**config.mk**
```make
export PLATFORM = sky130hd
export DESIGN_NAME = ncs_device_end_flat
export DESIGN_NICKNAME = d
export VERILOG_FILES = /design/src/ncs_pkg.sv /design/src/ncs_link_if.sv /design/src/ncs_device_end.sv /design/src/flat_wrapper.sv
export SDC_FILE = /design/constraint.sdc
export NUM_CORES = 1
export LEC_CHECK = 0
export BUFFER_PORTS_ARGS = -buffer_cell sky130_fd_sc_hd__buf_2
export CAP_MARGIN = 5
export CELL_PAD_IN_SITES_DETAIL_PLACEMENT = 0
export CELL_PAD_IN_SITES_GLOBAL_PLACEMENT = 1
export CORE_ASPECT_RATIO = 0.5
export CORE_MARGIN = 3
export CORE_UTILIZATION = 26
export CTS_CLUSTER_DIAMETER = 60
export DETAILED_ROUTE_END_ITERATION = 8
export PLACE_DENSITY = 0.64
export SYNTH_ARGS = -nofsm -noshare
export SYNTH_HDL_FRONTEND = slang
export SYNTH_SLANG_ARGS = --single-unit
```
**constraint.sdc**
```tcl
create_clock -name core_clk -period 8.5 [get_ports core_clk]
set_input_delay 0.425 -clock core_clk [delete_from_list [all_inputs] [get_ports core_clk]]
set_output_delay 0.425 -clock core_clk [all_outputs]
set_load 0.05 [all_outputs]
```
**src/ncs_pkg.sv**
```systemverilog
// Shared constants for the NCO divisor and phase-sync block.
// Assumes both ends and the link interface import this package.
package ncs_pkg;
	// ----------------------------------------
	// Register map
	// ----------------------------------------
	localparam int NCS_AW = 12;
	localparam int NCS_DW = 16;
	localparam logic [11:0] NCS_ADDR_RDIV = 12'h217;
	localparam logic [11:0] NCS_ADDR_SYNC = 12'h219;
	localparam logic [15:0] NCS_RDIV_RESET = 16'h0000;
	localparam logic [7:0] NCS_SYNC_RESET = 8'h02;
	localparam int NCS_BIT_ARM = 0;
	localparam int NCS_BIT_LINKREQ = 1;
	localparam logic [15:0] NCS_RDIV_ADVISED_MAX = 16'h2000;
	localparam logic [7:0] NCS_SYNC_DISARMED = 8'h00;
	localparam logic [7:0] NCS_SYNC_ARMED = 8'h01;
	// ----------------------------------------
	// Timing
	// ----------------------------------------
	localparam int NCS_CLK_PERIOD_NS = 20;
	localparam int NCS_SYSREF_HIGH_NS = 100;
	localparam int NCS_SYSREF_HIGH_CYC =
		(NCS_SYSREF_HIGH_NS + NCS_CLK_PERIOD_NS - 1) / NCS_CLK_PERIOD_NS;
	localparam int NCS_LMFC_CYCLES = 16;
endpackage
```
**src/ncs_link_if.sv**
```systemverilog
// Link between the converter end and its controller end.
// Assumes both ends run on the same core_clk.
`timescale 1ns/100ps
`default_nettype none
interface ncs_link_if;
	import ncs_pkg::*;
	logic regWrite;
	logic regRead;
	logic [NCS_AW-1:0] regAddr;
	logic [NCS_DW-1:0] regWdata;
	logic [NCS_DW-1:0] regRdata;
	logic regRvalid;
	logic syncReqN;
	logic sysref;
	modport dev (
		input regWrite, regRead, regAddr, regWdata, syncReqN, sysref,
		output regRdata, regRvalid
	);
	modport ctl (
		output regWrite, regRead, regAddr, regWdata, syncReqN, sysref,
		input regRdata, regRvalid
	);
endinterface
`default_nettype wire

```
**src/ncs_device_end.sv**
```systemverilog
// Converter end: divisor and sync registers, phase accumulator, phase init.
// Assumes SYNC~ and SYSREF arrive as pins asynchronous to core_clk.
`timescale 1ns/100ps
`default_nettype none
// Summary of operation
// - Divisor zero: plain 32-bit accumulator
// - Software programs only integer divisor values
// - Software keeps divisor at or below 8192
// - One divisor shared by all presets
// - Link-request enable: init at boundary after rise
// - Link-request init works in both codings
// - In 64B/66B, SYNC~ never touches link
// - Arm bit 0-then-1 arms SYSREF init
// - One SYSREF init, then disarmed
// - Controller prepares devices before arming
// - Controller clears enable, arms, pulses SYSREF
// - Software derives word from step and divisor
// - Phase offset left-justified, added to accumulator
// - Software resyncs after frequency change
module ncs_device_end
	import ncs_pkg::*;
#(
	parameter int LMFC_CYCLES = NCS_LMFC_CYCLES
) (
	input wire logic core_clk,
	input wire logic rst,
	ncs_link_if.dev link,
	input wire logic lineMode64,
	input wire logic [31:0] freqWord,
	input wire logic [15:0] phaseOffset,
	output logic [31:0] ncoPhase,
	output logic phaseInit,
	output logic linkResync,
	output logic syncArmed
);
	// ----------------------------------------
	// Parameters and state
	// ----------------------------------------
	localparam int LW = $clog2(LMFC_CYCLES + 1);
	localparam logic [LW-1:0] LMFC_LAST = LW'(LMFC_CYCLES - 1);

	typedef struct packed {
		logic [15:0] rdiv;
		logic [7:0] syncCtl;
		logic armZeroSeen;
		logic armed;
		logic [1:0] syncMeta;
		logic [1:0] srefMeta;
		logic syncPrev;
		logic srefPrev;
		logic linkPending;
		logic [LW-1:0] lmfcCnt;
		logic [31:0] acc;
		logic [31:0] phase;
		logic init;
		logic resync;
		logic [15:0] rdata;
		logic rvalid;
	} ncs_dev_s;

	ncs_dev_s q;
	ncs_dev_s d;

	// ----------------------------------------
	// Next state
	// ----------------------------------------
	always_comb begin
		logic syncRise;
		logic srefRise;
		logic boundary;
		logic doInit;
		logic armWrite;
		logic [32:0] sum;
		logic [32:0] modulus;
		syncRise = 1'b0;
		srefRise = 1'b0;
		boundary = 1'b0;
		doInit = 1'b0;
		armWrite = 1'b0;
		sum = 33'h0;
		modulus = 33'h0;
		d = q;
		d.init = 1'b0;
		d.resync = 1'b0;
		d.rvalid = 1'b0;

		// ----------------------------------------
		// Pin synchronisers
		// ----------------------------------------
		// Two stages before anything looks at the pins
		d.syncMeta = {q.syncMeta[0], link.syncReqN};
		d.srefMeta = {q.srefMeta[0], link.sysref};
		d.syncPrev = q.syncMeta[1];
		d.srefPrev = q.srefMeta[1];
		syncRise = q.syncMeta[1] & ~q.syncPrev;
		srefRise = q.srefMeta[1] & ~q.srefPrev;

		// ----------------------------------------
		// Multiframe boundary
		// ----------------------------------------
		// Local multiframe / multiblock boundary
		boundary = (q.lmfcCnt == LMFC_LAST);
		d.lmfcCnt = boundary ? '0 : q.lmfcCnt + LW'(1);

		// ----------------------------------------
		// Register port
		// ----------------------------------------
		// Register writes
		if (link.regWrite) begin
			if (link.regAddr == NCS_ADDR_RDIV) begin
				d.rdiv = link.regWdata;
			end
			if (link.regAddr == NCS_ADDR_SYNC) begin
				d.syncCtl = link.regWdata[7:0];
				if (!link.regWdata[NCS_BIT_ARM]) begin
					d.armZeroSeen = 1'b1;
					d.armed = 1'b0;
				end else if (q.armZeroSeen) begin
					d.armed = 1'b1;
					armWrite = 1'b1;
					d.armZeroSeen = 1'b0;
				end
			end
		end

		// Register reads, answer one cycle later; unmapped reads zero
		if (link.regRead) begin
			d.rvalid = 1'b1;
			unique case (link.regAddr)
				NCS_ADDR_RDIV: d.rdata = q.rdiv;
				NCS_ADDR_SYNC: d.rdata = {8'h00, q.syncCtl};
				default: d.rdata = 16'h0000;
			endcase
		end

		// ----------------------------------------
		// Phase initialisation
		// ----------------------------------------
		// Edge is remembered until the next boundary; coding mode does not matter
		if (!q.syncCtl[NCS_BIT_LINKREQ]) begin
			d.linkPending = 1'b0;
		end else if (syncRise) begin
			d.linkPending = 1'b1;
		end
		if (q.linkPending && boundary && q.syncCtl[NCS_BIT_LINKREQ]) begin
			doInit = 1'b1;
			d.linkPending = syncRise;
		end

		// SYSREF init fires once, then disarms until re-armed
		// A re-arming write in the same cycle wins over the disarm
		if (q.armed && srefRise) begin
			doInit = 1'b1;
			if (!armWrite) begin
				d.armed = 1'b0;
			end
		end

		// Only 8B/10B lets SYNC~ request link resynchronisation
		d.resync = syncRise & ~lineMode64;

		// ----------------------------------------
		// Accumulator
		// ----------------------------------------
		// One divisor serves every preset
		// One subtraction per cycle, so freqWord must stay below the modulus
		sum = {1'b0, q.acc} + {1'b0, freqWord};
		modulus = {1'b0, q.rdiv, 16'h0000};
		if (q.rdiv == 16'h0000) begin
			d.acc = sum[31:0];
		end else if (sum >= modulus) begin
			d.acc = 32'(sum - modulus);
		end else begin
			d.acc = sum[31:0];
		end
		if (doInit) begin
			d.acc = 32'h0000_0000;
		end
		d.init = doInit;
		d.phase = d.acc + {phaseOffset, 16'h0000};
	end

	// ----------------------------------------
	// State register
	// ----------------------------------------
	always_ff @(posedge core_clk or posedge rst) begin
		if (rst) begin
			q <= '0;
			q.rdiv <= NCS_RDIV_RESET;
			q.syncCtl <= NCS_SYNC_RESET;
			// SYNC~ idles high, so start there to avoid a false rise after reset
			q.syncMeta <= 2'b11;
			q.syncPrev <= 1'b1;
		end else begin
			q <= d;
		end
	end

	// ----------------------------------------
	// Outputs
	// ----------------------------------------
	assign link.regRdata = q.rdata;
	assign link.regRvalid = q.rvalid;
	assign ncoPhase = q.phase;
	assign phaseInit = q.init;
	assign linkResync = q.resync;
	assign syncArmed = q.armed;
endmodule
`default_nettype wire

```
**src/flat_wrapper.sv**
```systemverilog
// flat-port wrapper written by rule: the top's interface ports become plain ports
module ncs_device_end_flat import ncs_pkg::*;
#(
	parameter int LMFC_CYCLES = NCS_LMFC_CYCLES
)
  (core_clk, rst, lineMode64, freqWord, phaseOffset, ncoPhase, phaseInit, linkResync, syncArmed, link_regWrite, link_regRead, link_regAddr, link_regWdata, link_syncReqN, link_sysref, link_regRdata, link_regRvalid);
  ncs_link_if link_i ();
  input wire logic core_clk;
  input wire logic rst;
  input wire logic lineMode64;
  input wire logic [31:0] freqWord;
  input wire logic [15:0] phaseOffset;
  output logic [31:0] ncoPhase;
  output logic phaseInit;
  output logic linkResync;
  output logic syncArmed;
  input wire logic [$bits(link_i.regWrite)-1:0] link_regWrite;
  input wire logic [$bits(link_i.regRead)-1:0] link_regRead;
  input wire logic [$bits(link_i.regAddr)-1:0] link_regAddr;
  input wire logic [$bits(link_i.regWdata)-1:0] link_regWdata;
  input wire logic [$bits(link_i.syncReqN)-1:0] link_syncReqN;
  input wire logic [$bits(link_i.sysref)-1:0] link_sysref;
  output wire logic [$bits(link_i.regRdata)-1:0] link_regRdata;
  output wire logic [$bits(link_i.regRvalid)-1:0] link_regRvalid;
  assign link_i.regWrite = link_regWrite;
  assign link_i.regRead = link_regRead;
  assign link_i.regAddr = link_regAddr;
  assign link_i.regWdata = link_regWdata;
  assign link_i.syncReqN = link_syncReqN;
  assign link_i.sysref = link_sysref;
  assign link_regRdata = link_i.regRdata;
  assign link_regRvalid = link_i.regRvalid;
  ncs_device_end #(.LMFC_CYCLES(LMFC_CYCLES)) u_core (.core_clk(core_clk), .rst(rst), .link(link_i), .lineMode64(lineMode64), .freqWord(freqWord), .phaseOffset(phaseOffset), .ncoPhase(ncoPhase), .phaseInit(phaseInit), .linkResync(linkResync), .syncArmed(syncArmed));
endmodule
```
==> report_table.html, run 1 <==
<table>
<tr><th>Metric</th><th>Value</th></tr>
<tr><th colspan="2">Critical path</th></tr>
<tr><td>Register-to-register path setup slack</td><td>0.77 ns</td></tr>
<tr><td>Worst Path Class, Setup</td><td>reg -&gt; reg</td></tr>
<tr><td>Most repeated library cell on the critical path</td><td>a21oi_1</td></tr>
<tr><td>Launching instance or port of the critical path</td><td>u_core.q[51]$_DFF_PP0_</td></tr>
<tr><td>CP max stage cell</td><td>o311ai_1</td></tr>
<tr><td>Longest individual stage delay on the worst path</td><td>0.56 ns</td></tr>
<tr><td>Biggest fanout along the worst timing path</td><td>17</td></tr>
<tr><td>Critical register-to-register path startpoint</td><td>u_core.q[51]$_DFF_PP0_</td></tr>
<tr><td>Worst setup SP type</td><td>flop</td></tr>
<tr><td>Kind of end point of the critical path</td><td>flop</td></tr>
<tr><td>Data arrival at the endpoint of the critical path</td><td>7.98 ns</td></tr>
<tr><td>Data required, critical path</td><td>8.74 ns</td></tr>
<tr><th colspan="2">Detailed routing</th></tr>
<tr><td>Number of detailed-routing iterations run before antenna repair</td><td>5</td></tr>
<tr><td>Final routed wire length divided by cell count</td><td>16.2 um</td></tr>
<tr><td>Detailed Route WL</td><td>20,200 um</td></tr>
<tr><td>Routed via count</td><td>5,909</td></tr>
<tr><td>Remaining DRCs</td><td>0</td></tr>
<tr><td>Detail Route Antenna Nets</td><td>0</td></tr>
<tr><td>Average vias per placed instance</td><td>4.75</td></tr>
<tr><td>Iteration-0 DRC count of the detailed router</td><td>335</td></tr>
<tr><th colspan="2">Clock tree</th></tr>
<tr><td>Htree depth</td><td>3</td></tr>
<tr><td>Clock buffer count from CTS</td><td>9</td></tr>
<tr><td>Resized Gates After CTS</td><td>0</td></tr>
<tr><td>Clock tree from TritonCTS</td><td>done</td></tr>
<tr><td>Post-CTS Setup Bufs</td><td>0</td></tr>
<tr><td>Clock insertion delay at the later pin of the skew report</td><td>0.36 ns</td></tr>
<tr><td>Sinks on Clock Net</td><td>105</td></tr>
<tr><td>CTS hold repair buffers</td><td>0</td></tr>
<tr><td>Buffer cell driving the clock tree root</td><td>clkbuf_16</td></tr>
<tr><td>Clock slew at the register clock pins of the worst setup and hold paths</td><td>0.08 ns</td></tr>
<tr><td>Buffer levels on the longest clock path</td><td>2</td></tr>
<tr><th colspan="2">Floorplanning</th></tr>
<tr><td>Number of I/O pins</td><td>135</td></tr>
<tr><td>Area of the core</td><td>27,100 sq um</td></tr>
<tr><td>Initial core utilization</td><td>27.1%</td></tr>
<tr><td>Total number of placement rows</td><td>42</td></tr>
<tr><td>Die span in x</td><td>244 um</td></tr>
<tr><td>Overall die height</td><td>125 um</td></tr>
<tr><td>Die area</td><td>30,500 sq um</td></tr>
<tr><th colspan="2">Yosys</th></tr>
<tr><td>Distinct cell type count of the synthesized netlist</td><td>85</td></tr>
<tr><td>Top_reg_cell synth</td><td>dfrtp_1</td></tr>
<tr><td>Syn nets</td><td>925</td></tr>
<tr><td>Register area share after synthesis</td><td>35.8%</td></tr>
<tr><td>Ys Warns</td><td>0</td></tr>
<tr><td>Count of flip-flops with a built-in enable after synthesis</td><td>0</td></tr>
<tr><td>Avg Cell Area, Syn</td><td>9.49 sq um</td></tr>
<tr><td>Summed instance area of the synthesized netlist</td><td>7350 sq um</td></tr>
<tr><td>Mapped Cells</td><td>775</td></tr>
<tr><td>Number of register bits inferred by synthesis</td><td>105</td></tr>
<tr><td>Fraction of registers with async set/reset</td><td>100%</td></tr>
<tr><th colspan="2">Power</th></tr>
<tr><td>Max VDD drop</td><td>0.159 mV</td></tr>
<tr><td>Power per cell area</td><td>481 nW/um^2</td></tr>
<tr><td>Lkg Pwr</td><td>3.93 nW</td></tr>
<tr><th colspan="2">Global routing</th></tr>
<tr><td>GR Util All Layers</td><td>13.3%</td></tr>
<tr><td>GR Layer Usage met3</td><td>2.26%</td></tr>
<tr><td>Met1 track demand over resource</td><td>17.7%</td></tr>
<tr><td>Pin count of the biggest net entering global routing</td><td>60</td></tr>
<tr><td>Vias in the first global route</td><td>5,983</td></tr>
<tr><td>Global routing's busiest layer</td><td>met2</td></tr>
<tr><td>Number of antenna violations at the first check in global routing</td><td>0</td></tr>
<tr><td>GRT met2 Usage</td><td>22.9%</td></tr>
<tr><td>Wire length of the first global-routing pass</td><td>32,600 um</td></tr>
<tr><td>Final global-route overflow total</td><td>0</td></tr>
<tr><th colspan="2">Cells and area</th></tr>
<tr><td>Most common cell after layout, fill and taps aside</td><td>buf_2</td></tr>
<tr><td>Inserted Diodes</td><td>0</td></tr>
<tr><td>Number of nets in the final layout</td><td>1,015</td></tr>
<tr><td>Top library cells by usage in the layout, fill and taps aside</td><td>buf_2 (134), dfrtp_1 (101), nor2_1 (71)</td></tr>
<tr><td>Fraction of final layout cells sized beyond drive strength 1</td><td>23.0%</td></tr>
<tr><td>Signed area change from the synthesized netlist to the final layout</td><td>14.2%</td></tr>
<tr><td>Post-layout utilization of the core</td><td>31.0%</td></tr>
<tr><th colspan="2">Place</th></tr>
<tr><td>Placer's final routability congestion estimate</td><td>0.829</td></tr>
<tr><td>Total of buffers placed on input and output ports</td><td>134</td></tr>
<tr><td>HPWL after detailed placement</td><td>15,900 um</td></tr>
<tr><th colspan="2">Timing</th></tr>
<tr><td>Max_slew headroom</td><td>24.2%</td></tr>
<tr><td>Measured slew at the worst slew-check pin</td><td>1.13 ns</td></tr>
<tr><td>Number of hold-slack violations in the final timing report</td><td>0</td></tr>
<tr><td>Share of the clock period used by the worst path</td><td>91.0%</td></tr>
<tr><td>Number of slew-limit violations in the final report</td><td>0</td></tr>
<tr><td>Time the final worst path needs with I/O delays and setup</td><td>7.73 ns</td></tr>
<tr><td>Count of final setup violators</td><td>0</td></tr>
<tr><td>Setup TNS</td><td>0 ns</td></tr>
<tr><td>Clock skew after layout</td><td>0.0113 ns</td></tr>
<tr><td>Maximum clock rate</td><td>0.129 GHz</td></tr>
<tr><td>RSZ-0062 raised after global routing</td><td>false</td></tr>
<tr><th colspan="2">Min path</th></tr>
<tr><td>Hold_sp</td><td>link_syncReqN</td></tr>
<tr><td>Type of the most critical hold path</td><td>in -&gt; reg</td></tr>
<tr><th colspan="2">Run</th></tr>
<tr><td>Number of violations of the max-capacitance limit</td><td>0</td></tr>
<tr><th colspan="2">Outcome</th></tr>
<tr><td>Result of the run</td><td>completed</td></tr>
</table>
==> metrics by stage <==
step	hold slack (ns)	setup slack (ns)	instances	total power [W]	instance area, sq um
global route	0.145	0.148	1244	0.00440	8400
CTS	0.147	0.806	1244	0.00406	8400
floorplan	0.331	1.79	775	0.00308	7350
detailed placement	0.347	0.679	1228	0.00361	8110
global placement	0.334	0.717	1228	0.00361	8110
finish	0.165	0.766	1244	0.00404	8400
==> power breakdown <==
part           total (W)  leakage [nW]  internal (W)  switching [W]
logic            0.00293          2.48       0.00113        0.00180
clock network   0.000421         0.144      0.000206       0.000215
registers       0.000692          1.31      0.000649      0.0000423
total            0.00404          3.93       0.00198        0.00206
==> cells in the mapped netlist (8+ instances only) <==
cell	n	area [sq um]
mux2i_1	13	130
nor3_1	11	55.1
mux2_1	8	90.1
a22oi_1	8	60.1
nand2_1	36	135
o21a_1	10	75.1
dfrtp_1	101	2530
ha_1	64	801
and2_1	14	87.6
buf_4	50	375
mux2_2	15	169
xor2_1	18	158
a21oi_1	51	255
nand3_1	26	130
xnor2_1	27	236
a21o_1	16	120
inv_1	44	165
o21ai_0	33	165
nor2_1	71	267
==> logic make-up after synthesis <==
kind of cell | count (synthesis) | synth area share (%)
AO/OA/AOI/OAI | 196 | 18.0
multiplexers | 37 | 5.48
XOR/XNOR | 46 | 5.67
flip-flops | 105 | 35.8
adder cells (fa/ha/maj) | 67 | 11.7
buffers and inverters | 104 | 8.01
AND/OR/NAND/NOR | 220 | 15.3
==> layer usage <==
layer,vias up,share of wire (%)
met1,2894,47
met2,80,49
met5,-,0
li1,2924,-
met3,11,3.0
met4,0,0.89
==> layout make-up <==
type                            count  area [sq um]
Fill cell                        2890         18700
Multi-Input combinational cell    566          4130
Sequential cell                   105          2630
Timing Repair Buffer              139           708
Tap cell                          374           468
Clock buffer                        9           225
Inverter                           44           168
Clock inverter                      7          62.6
==> worst max-delay path, delay by kind of cell, from the launching register on <==
family	cells	cell delay (ns)
xor+xnor	2	0.52
compound gates	17	3.85
buf+inv	2	0.39
fa+ha+maj	4	1.41
flops	1	0.36
mux	1	0.22
simple gates	4	0.85
==> state kept, by name, summed over array words and instances (netlist names) <==
signal,cells
u_core.d,4
u_core.link.regRdata,16
u_core.link.regRvalid,1
u_core.linkResync,1
u_core.ncoPhase,16
u_core.phaseInit,1
u_core.q,65
u_core.syncArmed,1
==> path summary, 6_finish.rpt <==
check / end / cells past startpoint
setup / recovery: u_core.ncoPhase[31]$_DFF_PP0_ / 30
hold / removal: u_core.d[94]$_DFF_PP1_ / 1
setup reg to reg: u_core.ncoPhase[31]$_DFF_PP0_ / 30
hold reg to reg: u_core.d[90]$_DFF_PP1_ / 0
max in group asynchronous: u_core.q[99]$_DFFE_PP0P_ / 3
min in group asynchronous: u_core.q[58]$_DFF_PP0_ / 2
Power figures use the tool's default switching activity.
==> run 2: changes to the inputs <==
Settings changed: RECOVER_POWER set to 100.
==> run 2 against run 1 <==
Effect of this change:
- the flow now finishes with violations (capacitance limit, slew limit)
- first-iteration DRC count increased by 5.7%
- non-clock buffer count unchanged
- flip-flop and latch count unchanged
- wire length about the same
- setup slack got worse by 0.085 ns
- die area unchanged
- clock skew decreased by 0.00068 ns
- utilization decreased by 0.42 points
- cell area decreased by 1.4%
- clock-buffer cell count unchanged
- highest routed layer unchanged
==> report_table.html, run 2 (same netlist as run 1, synthesis figures left out) <==
<table>
<tr><th>Metric</th><th>Value</th></tr>
<tr><th colspan="2">Place</th></tr>
<tr><td>HPWL after detailed placement</td><td>15,900 um (unchanged)</td></tr>
<tr><td>Total of buffers placed on input and output ports</td><td>134 (unchanged)</td></tr>
<tr><td>Setup WS pre-CTS</td><td>0.679 ns (unchanged)</td></tr>
<tr><td>Placer's final routability congestion estimate</td><td>0.829 (unchanged)</td></tr>
<tr><td># placed instances</td><td>1,228 (unchanged)</td></tr>
<tr><th colspan="2">Critical path</th></tr>
<tr><td>Crit path buffers/inverters</td><td>3 (+1)</td></tr>
<tr><td>Largest delay share family, worst path</td><td>compound AO/OA/AOI/OAI gates</td></tr>
<tr><td>Worst Path Class, Setup</td><td>reg -&gt; reg</td></tr>
<tr><td>Data required, critical path</td><td>8.74 ns (about the same)</td></tr>
<tr><td>CP max stage cell</td><td>o311ai_1</td></tr>
<tr><td>Data arrival at the endpoint of the critical path</td><td>8.06 ns (+0.08 ns)</td></tr>
<tr><td>Most repeated library cell on the critical path</td><td>a21oi_1</td></tr>
<tr><td>Longest individual stage delay on the worst path</td><td>0.57 ns (about the same)</td></tr>
<tr><td>Biggest fanout along the worst timing path</td><td>17 (unchanged)</td></tr>
<tr><td>Worst setup SP type</td><td>flop</td></tr>
<tr><td>Kind of end point of the critical path</td><td>flop</td></tr>
<tr><th colspan="2">Floorplanning</th></tr>
<tr><td>Overall die height</td><td>125 um (unchanged)</td></tr>
<tr><td>Number of I/O pins</td><td>135 (unchanged)</td></tr>
<tr><td>Area of the core</td><td>27,100 sq um (unchanged)</td></tr>
<tr><td>Die area</td><td>30,500 sq um (unchanged)</td></tr>
<tr><td>Die span in x</td><td>244 um (unchanged)</td></tr>
<tr><td>Initial core utilization</td><td>27.1% (unchanged)</td></tr>
<tr><td>Total number of placement rows</td><td>42 (unchanged)</td></tr>
<tr><th colspan="2">Timing</th></tr>
<tr><td>Share of the clock period used by the worst path</td><td>92.0% (+0.99 points)</td></tr>
<tr><td>RSZ-0062 raised after global routing</td><td>false</td></tr>
<tr><td>Setup TNS</td><td>0 ns (unchanged)</td></tr>
<tr><td>Final setup margin</td><td>0.681 ns (-0.0845 ns)</td></tr>
<tr><td>Time the final worst path needs with I/O delays and setup</td><td>7.82 ns (+0.0845 ns)</td></tr>
<tr><td>Clock skew after layout</td><td>0.0106 ns (-0.000681 ns)</td></tr>
<tr><td>Measured slew at the worst slew-check pin</td><td>2.72 ns (+1.59 ns)</td></tr>
<tr><td>Count of final setup violators</td><td>0 (unchanged)</td></tr>
<tr><td>Maximum clock rate</td><td>0.128 GHz (-1.1%)</td></tr>
<tr><td>Number of hold-slack violations in the final timing report</td><td>0 (unchanged)</td></tr>
<tr><td>Number of slew-limit violations in the final report</td><td>136 (+136)</td></tr>
<tr><td>Max_slew headroom</td><td>-82.2% (-110 points)</td></tr>
<tr><th colspan="2">Clock tree</th></tr>
<tr><td>Buffer cell driving the clock tree root</td><td>clkbuf_16</td></tr>
<tr><td>Buffer levels on the longest clock path</td><td>2 (unchanged)</td></tr>
<tr><td>Clock slew at the register clock pins of the worst setup and hold paths</td><td>0.08 ns (about the same)</td></tr>
<tr><td>Clock insertion delay at the later pin of the skew report</td><td>0.36 ns (about the same)</td></tr>
<tr><td>Post-CTS Setup Bufs</td><td>0 (unchanged)</td></tr>
<tr><td>Clock buffer count from CTS</td><td>9 (unchanged)</td></tr>
<tr><td>Clock tree from TritonCTS</td><td>done</td></tr>
<tr><td>Resized Gates After CTS</td><td>0 (unchanged)</td></tr>
<tr><td>Htree depth</td><td>3 (unchanged)</td></tr>
<tr><td>Sinks on Clock Net</td><td>105 (unchanged)</td></tr>
<tr><td>CTS hold repair buffers</td><td>0 (unchanged)</td></tr>
<tr><th colspan="2">Cells and area</th></tr>
<tr><td>Fraction of final layout cells sized beyond drive strength 1</td><td>16.1% (-6.9 points)</td></tr>
<tr><td>Fin cells</td><td>1,244 (unchanged)</td></tr>
<tr><td>Multi-input gate area</td><td>4090 sq um (-0.97%)</td></tr>
<tr><td>Area taken by flip-flops and latches</td><td>2630 sq um (unchanged)</td></tr>
<tr><td>Top library cells by usage in the layout, fill and taps aside</td><td>dfrtp_1 (101), buf_2 (81), nor2_1 (71)</td></tr>
<tr><td>Post-layout utilization of the core</td><td>30.5% (-0.42 points)</td></tr>
<tr><td>Number of nets in the final layout</td><td>1,015 (unchanged)</td></tr>
<tr><td>Max FFs per register</td><td>65 (unchanged)</td></tr>
<tr><td>Most common cell after layout, fill and taps aside</td><td>dfrtp_1</td></tr>
<tr><td>Register bank with the most flops</td><td>u_core.q</td></tr>
<tr><td>Inserted Diodes</td><td>0 (unchanged)</td></tr>
<tr><td>FILL cells</td><td>2,915 (+0.87%)</td></tr>
<tr><td>Signed area change from the synthesized netlist to the final layout</td><td>12.6%</td></tr>
<tr><th colspan="2">Global routing</th></tr>
<tr><td>Pin count of the biggest net entering global routing</td><td>60 (unchanged)</td></tr>
<tr><td>Wire length of the first global-routing pass</td><td>32,600 um (unchanged)</td></tr>
<tr><td>GR Util All Layers</td><td>13.3% (unchanged)</td></tr>
<tr><td>Number of antenna violations at the first check in global routing</td><td>0 (unchanged)</td></tr>
<tr><td>Final global-route overflow total</td><td>0 (unchanged)</td></tr>
<tr><td>Vias in the first global route</td><td>5,983 (unchanged)</td></tr>
<tr><th colspan="2">Detailed routing</th></tr>
<tr><td>Iteration-0 DRC count of the detailed router</td><td>354 (+5.7%)</td></tr>
<tr><td>Average vias per placed instance</td><td>4.74 (-0.17%)</td></tr>
<tr><td>Detail Route Antenna Nets</td><td>0 (unchanged)</td></tr>
<tr><td>Routed via count</td><td>5,899 (-0.17%)</td></tr>
<tr><td>Number of detailed-routing iterations run before antenna repair</td><td>4 (-1)</td></tr>
<tr><td>Remaining DRCs</td><td>0 (unchanged)</td></tr>
<tr><td>Final routed wire length divided by cell count</td><td>16.2 um (about the same)</td></tr>
<tr><td>Detailed Route WL</td><td>20,200 um (about the same)</td></tr>
<tr><th colspan="2">Run</th></tr>
<tr><td>Number of violations of the max-capacitance limit</td><td>4 (+4)</td></tr>
<tr><th colspan="2">Min path</th></tr>
<tr><td>Type of the most critical hold path</td><td>in -&gt; reg</td></tr>
<tr><th colspan="2">Outcome</th></tr>
<tr><td>Violations in the final reports</td><td>capacitance limit, slew limit</td></tr>
<tr><td>Result of the run</td><td>complete, but fails checks</td></tr>
</table>
==> run 2: cell count changes in the layout (fill, tap and decap cells not counted), sizes merged <==
cell	change
buf	-55
clkbuf	+55
clkinvlp	+1
inv	-1
==> run 2: metrics by stage <==
step           area (sq um)  hold WS, ns
3_5_place_dp           8110        0.347
6_report               8280        0.166
4_1_cts                8400        0.147
2_1_floorplan          7350        0.331
3_3_place_gp           8110        0.334
5_1_grt                8280        0.145
==> run 2: worst register-to-register path: cells and delay by family (launching register included) <==
| kind | cells | cell delay (ns) |
|---|---|---|
| buffers and inverters | 3 | 0.63 |
| multiplexers | 1 | 0.22 |
| adder cells (fa/ha/maj) | 3 | 0.96 |
| AO/OA/AOI/OAI | 17 | 4.12 |
| XOR/XNOR | 2 | 0.59 |
| AND/OR/NAND/NOR | 4 | 0.79 |
| flip-flops | 1 | 0.40 |
==> run 2: layer usage <==
layer	up-vias	track usage [%]	wire, um	share of wire (%)
met1	2877	17.7	9530	47
met4	0	2.48	179	0.89
li1	2922	-	-	-
met5	-	0	0	0
met3	11	2.26	687	3.4
met2	89	22.9	9780	48
==> run 2: cell type report <==
| class | instances | area share, % |
|---|---|---|
| Inverter | 44 | 2.01 |
| Tap cell | 374 | 5.65 |
| Clock inverter | 7 | 0.756 |
| Clock buffer | 9 | 2.72 |
| Multi-Input combinational cell | 566 | 49.4 |
| Sequential cell | 105 | 31.8 |
| Timing Repair Buffer | 139 | 7.66 |
==> run 2: worst paths after layout <==
| kind | cells past startpoint | startpoint | slack (ns) | end |
|---|---|---|---|---|
| worst max-delay path | 30 | u_core.q[52]$_DFF_PP0_ | 0.68 | u_core.ncoPhase[31]$_DFF_PP0_ |
| worst min-delay path | 1 | link_syncReqN | 0.17 | u_core.d[94]$_DFF_PP1_ |
| worst max register to register | 30 | u_core.q[52]$_DFF_PP0_ | 0.68 | u_core.ncoPhase[31]$_DFF_PP0_ |
| worst min register to register | 0 | u_core.d[94]$_DFF_PP1_ | 0.36 | u_core.d[90]$_DFF_PP1_ |
| max in group asynchronous | 3 | rst | 4.40 | u_core.q[99]$_DFFE_PP0P_ |
| min in group asynchronous | 2 | rst | 0.83 | u_core.q[58]$_DFF_PP0_ |
Power of run 2 is left out: the tool's default activity adds up to more than one toggle a clock period on the data nets, which glitch-free logic cannot reach.
==> run 3: changes to the inputs <==
Settings changed: CORE_MARGIN 3 to 2, PLACE_DENSITY 0.64 to not set, PLACE_DENSITY_LB_ADDON set to 0.05.
==> run 3 against run 2 <==
Effect of this change:
- the flow still finishes with violations (capacitance limit, slew limit)
- utilization down 0.29 points
- wire length up 13%
- sequential share of layout area down 0.44 points
- clock-buffer cell count up 2
- clock skew up 0.00056 ns
- via count up 1.5%
- setup slack better by 0.094 ns
- critical path depth up 1
- final cell count up 1.4%
- flip-flop and latch count unchanged
- largest cell class unchanged
- highest routed layer is now met5
==> report_table.html, run 3 (same netlist as run 1, synthesis figures left out) <==
<table>
<tr><th>Metric</th><th>Value</th></tr>
<tr><th colspan="2">Clock tree</th></tr>
<tr><td>Sinks on Clock Net</td><td>105 (unchanged)</td></tr>
<tr><td>Clock insertion delay at the later pin of the skew report</td><td>0.38 ns (+0.02 ns)</td></tr>
<tr><td>Buffer cell driving the clock tree root</td><td>clkbuf_16</td></tr>
<tr><td>Buffer levels on the longest clock path</td><td>2 (unchanged)</td></tr>
<tr><td>Clock slew at the register clock pins of the worst setup and hold paths</td><td>0.08 ns (about the same)</td></tr>
<tr><td>Htree depth</td><td>3 (unchanged)</td></tr>
<tr><td>CTS hold repair buffers</td><td>0 (unchanged)</td></tr>
<tr><td>Clock buffer count from CTS</td><td>9 (unchanged)</td></tr>
<tr><td>Clock tree from TritonCTS</td><td>done</td></tr>
<tr><th colspan="2">Timing</th></tr>
<tr><td>Count of final setup violators</td><td>0 (unchanged)</td></tr>
<tr><td>Time the final worst path needs with I/O delays and setup</td><td>7.73 ns (-0.0937 ns)</td></tr>
<tr><td>Worst Hold Slack</td><td>0.136 ns (-0.0296 ns)</td></tr>
<tr><td>Max_slew headroom</td><td>-87.9% (-5.7 points)</td></tr>
<tr><td>Share of the clock period used by the worst path</td><td>90.9% (-1.1 points)</td></tr>
<tr><td>Number of slew-limit violations in the final report</td><td>118 (-13%)</td></tr>
<tr><td>Maximum clock rate</td><td>0.129 GHz (+1.2%)</td></tr>
<tr><td>Number of hold-slack violations in the final timing report</td><td>0 (unchanged)</td></tr>
<tr><td>Setup TNS</td><td>0 ns (unchanged)</td></tr>
<tr><td>Measured slew at the worst slew-check pin</td><td>2.82 ns (+0.100 ns)</td></tr>
<tr><td>Clock skew after layout</td><td>0.0111 ns (+0.000564 ns)</td></tr>
<tr><td>RSZ-0062 raised after global routing</td><td>false</td></tr>
<tr><th colspan="2">Detailed routing</th></tr>
<tr><td>Detail Route Antenna Nets</td><td>0 (unchanged)</td></tr>
<tr><td>Remaining DRCs</td><td>0 (unchanged)</td></tr>
<tr><td>Iteration-0 DRC count of the detailed router</td><td>283 (-20%)</td></tr>
<tr><td>Final routed wire length divided by cell count</td><td>18.0 um (+11%)</td></tr>
<tr><td>Average vias per placed instance</td><td>4.75 (+0.11%)</td></tr>
<tr><td>Detailed Route WL</td><td>22,700 um (+13%)</td></tr>
<tr><td>Routed via count</td><td>5,986 (+1.5%)</td></tr>
<tr><td>Number of detailed-routing iterations run before antenna repair</td><td>4 (unchanged)</td></tr>
<tr><th colspan="2">Critical path</th></tr>
<tr><td>Largest delay share family, worst path</td><td>compound AO/OA/AOI/OAI gates</td></tr>
<tr><td>Register-to-register path setup slack</td><td>0.77 ns (+0.09 ns)</td></tr>
<tr><td>Count of cells along the worst register-to-register path</td><td>31 (+3.3%)</td></tr>
<tr><td>Crit path buffers/inverters</td><td>3 (unchanged)</td></tr>
<tr><td>Kind of end point of the critical path</td><td>flop</td></tr>
<tr><td>Worst Path Class, Setup</td><td>reg -&gt; reg</td></tr>
<tr><td>Worst reg2reg path endpoint</td><td>u_core.ncoPhase[31]$_DFF_PP0_</td></tr>
<tr><td>Critical register-to-register path startpoint</td><td>u_core.q[51]$_DFF_PP0_</td></tr>
<tr><td>Data arrival at the endpoint of the critical path</td><td>7.99 ns (-0.07 ns)</td></tr>
<tr><td>Biggest fanout along the worst timing path</td><td>17 (unchanged)</td></tr>
<tr><td>Most repeated library cell on the critical path</td><td>a21oi_1</td></tr>
<tr><td>CP max stage cell</td><td>o311ai_1</td></tr>
<tr><td>Longest individual stage delay on the worst path</td><td>0.56 ns (about the same)</td></tr>
<tr><td>Data required, critical path</td><td>8.76 ns (+0.02 ns)</td></tr>
<tr><td>Worst setup SP type</td><td>flop</td></tr>
<tr><th colspan="2">Place</th></tr>
<tr><td>Placer's final routability congestion estimate</td><td>0.783 (-5.5%)</td></tr>
<tr><td>HPWL after detailed placement</td><td>17,900 um (+12%)</td></tr>
<tr><td>Total of buffers placed on input and output ports</td><td>134 (unchanged)</td></tr>
<tr><td>DP Area</td><td>8180 sq um (+0.86%)</td></tr>
<tr><th colspan="2">Cells and area</th></tr>
<tr><td>Max FFs per register</td><td>65 (unchanged)</td></tr>
<tr><td>Most common cell after layout, fill and taps aside</td><td>dfrtp_1</td></tr>
<tr><td>Register bank with the most flops</td><td>u_core.q</td></tr>
<tr><td>Number of nets in the final layout</td><td>1,024 (+0.89%)</td></tr>
<tr><td>Post-layout instance area</td><td>8400 sq um (+1.4%)</td></tr>
<tr><td>Top library cells by usage in the layout, fill and taps aside</td><td>dfrtp_1 (101), buf_2 (81), nor2_1 (71)</td></tr>
<tr><td>Fraction of final layout cells sized beyond drive strength 1</td><td>17.0% (+0.86 points)</td></tr>
<tr><td>Signed area change from the synthesized netlist to the final layout</td><td>14.2%</td></tr>
<tr><td>Inserted Diodes</td><td>0 (unchanged)</td></tr>
<tr><th colspan="2">Outcome</th></tr>
<tr><td>Violations in the final reports</td><td>capacitance limit, slew limit</td></tr>
<tr><td>Result of the run</td><td>complete, but fails checks</td></tr>
<tr><th colspan="2">Global routing</th></tr>
<tr><td>Pin count of the biggest net entering global routing</td><td>60 (unchanged)</td></tr>
<tr><td>Final global-route overflow total</td><td>0 (unchanged)</td></tr>
<tr><td>Number of antenna violations at the first check in global routing</td><td>1 (+1)</td></tr>
<tr><td>Wire length of the first global-routing pass</td><td>35,500 um (+8.9%)</td></tr>
<tr><td>GR Util All Layers</td><td>15.9% (+2.6 points)</td></tr>
<tr><td>Vias in the first global route</td><td>6,100 (+2.0%)</td></tr>
<tr><th colspan="2">Floorplanning</th></tr>
<tr><td>Number of I/O pins</td><td>135 (unchanged)</td></tr>
<tr><td>Total number of placement rows</td><td>43 (+2.4%)</td></tr>
<tr><td>Die area</td><td>29,700 sq um (-2.4%)</td></tr>
<tr><td>Area of the core</td><td>27,800 sq um (+2.4%)</td></tr>
<tr><td>Initial core utilization</td><td>26.5% (-0.63 points)</td></tr>
<tr><td>Overall die height</td><td>123 um (-1.6%)</td></tr>
<tr><td>Die span in x</td><td>242 um (-0.82%)</td></tr>
<tr><th colspan="2">Min path</th></tr>
<tr><td>End of the worst hold path</td><td>u_core.d[94]$_DFF_PP1_</td></tr>
<tr><td>Type of the most critical hold path</td><td>in -&gt; reg</td></tr>
<tr><td>Number of cells on the worst hold path</td><td>1 (unchanged)</td></tr>
<tr><td>Hold_sp</td><td>link_syncReqN</td></tr>
<tr><th colspan="2">Run</th></tr>
<tr><td>Number of violations of the max-capacitance limit</td><td>3 (-1)</td></tr>
</table>
## run 3: cell types whose count changed in the layout (fill, tap and decap cells not counted), sizes merged
| cell | change |
|---|---|
| buf | +6 |
| clkbuf | +5 |
| clkinv | -1 |
| clkinvlp | +1 |
| inv | -2 |
## run 3: area by class of cell
type | instances | area [sq um]
repair buffers | 148 | 698
multi-input cells | 566 | 4130
flip-flops and latches | 105 | 2630
well taps | 382 | 478
inverters | 44 | 166
clock inverters | 5 | 52.6
fillers | 3001 | 19400
clock buffers | 11 | 243
## run 3: routing by layer
| layer | wire [um] | global-route usage [%] | vias to the layer above |
|---|---|---|---|
| met1 | 11800 | 22.4 | 2917 |
| li1 | - | - | 2936 |
| met5 | 13 | 0 | - |
| met4 | 164 | 3.97 | 2 |
| met3 | 1070 | 4.58 | 15 |
| met2 | 9740 | 23.9 | 116 |
## run 3: repair_timing
item                                   in CTS  in global routing
setup endpoints to repair                   0                  4
endpoints found under the hold margin       0                  0
resized for setup                           0                  2
setup buffers                               0                  1
## run 3: worst max path at each step
stage / cells past startpoint / end / start / slack [ns]
after global routing: 33 / u_core.ncoPhase[31]$_DFF_PP0_ / u_core.q[51]$_DFF_PP0_ / 0.03
after CTS: 31 / u_core.ncoPhase[31]$_DFF_PP0_ / u_core.q[51]$_DFF_PP0_ / 0.51
final: 31 / u_core.ncoPhase[31]$_DFF_PP0_ / u_core.q[51]$_DFF_PP0_ / 0.77
after detailed placement: 34 / u_core.ncoPhase[31]$_DFF_PP0_ / freqWord[0] / 0.42
after global placement: 34 / u_core.ncoPhase[31]$_DFF_PP0_ / freqWord[0] / 0.50
after floorplan: 33 / u_core.ncoPhase[31]$_DFF_PP0_ / freqWord[0] / 1.79
## run 3: metrics by stage
stage | worst slack (ns) | utilization [%] | std cells
global placement | 0.503 | 29.5 | 1244
CTS | 0.513 | 30.5 | 1260
detailed placement | 0.420 | 29.5 | 1244
floorplan | 1.79 | - | 775
global route | 0.0320 | 30.2 | 1261
finish | 0.775 | 30.2 | 1261
Power of run 3 is left out for the same reason.
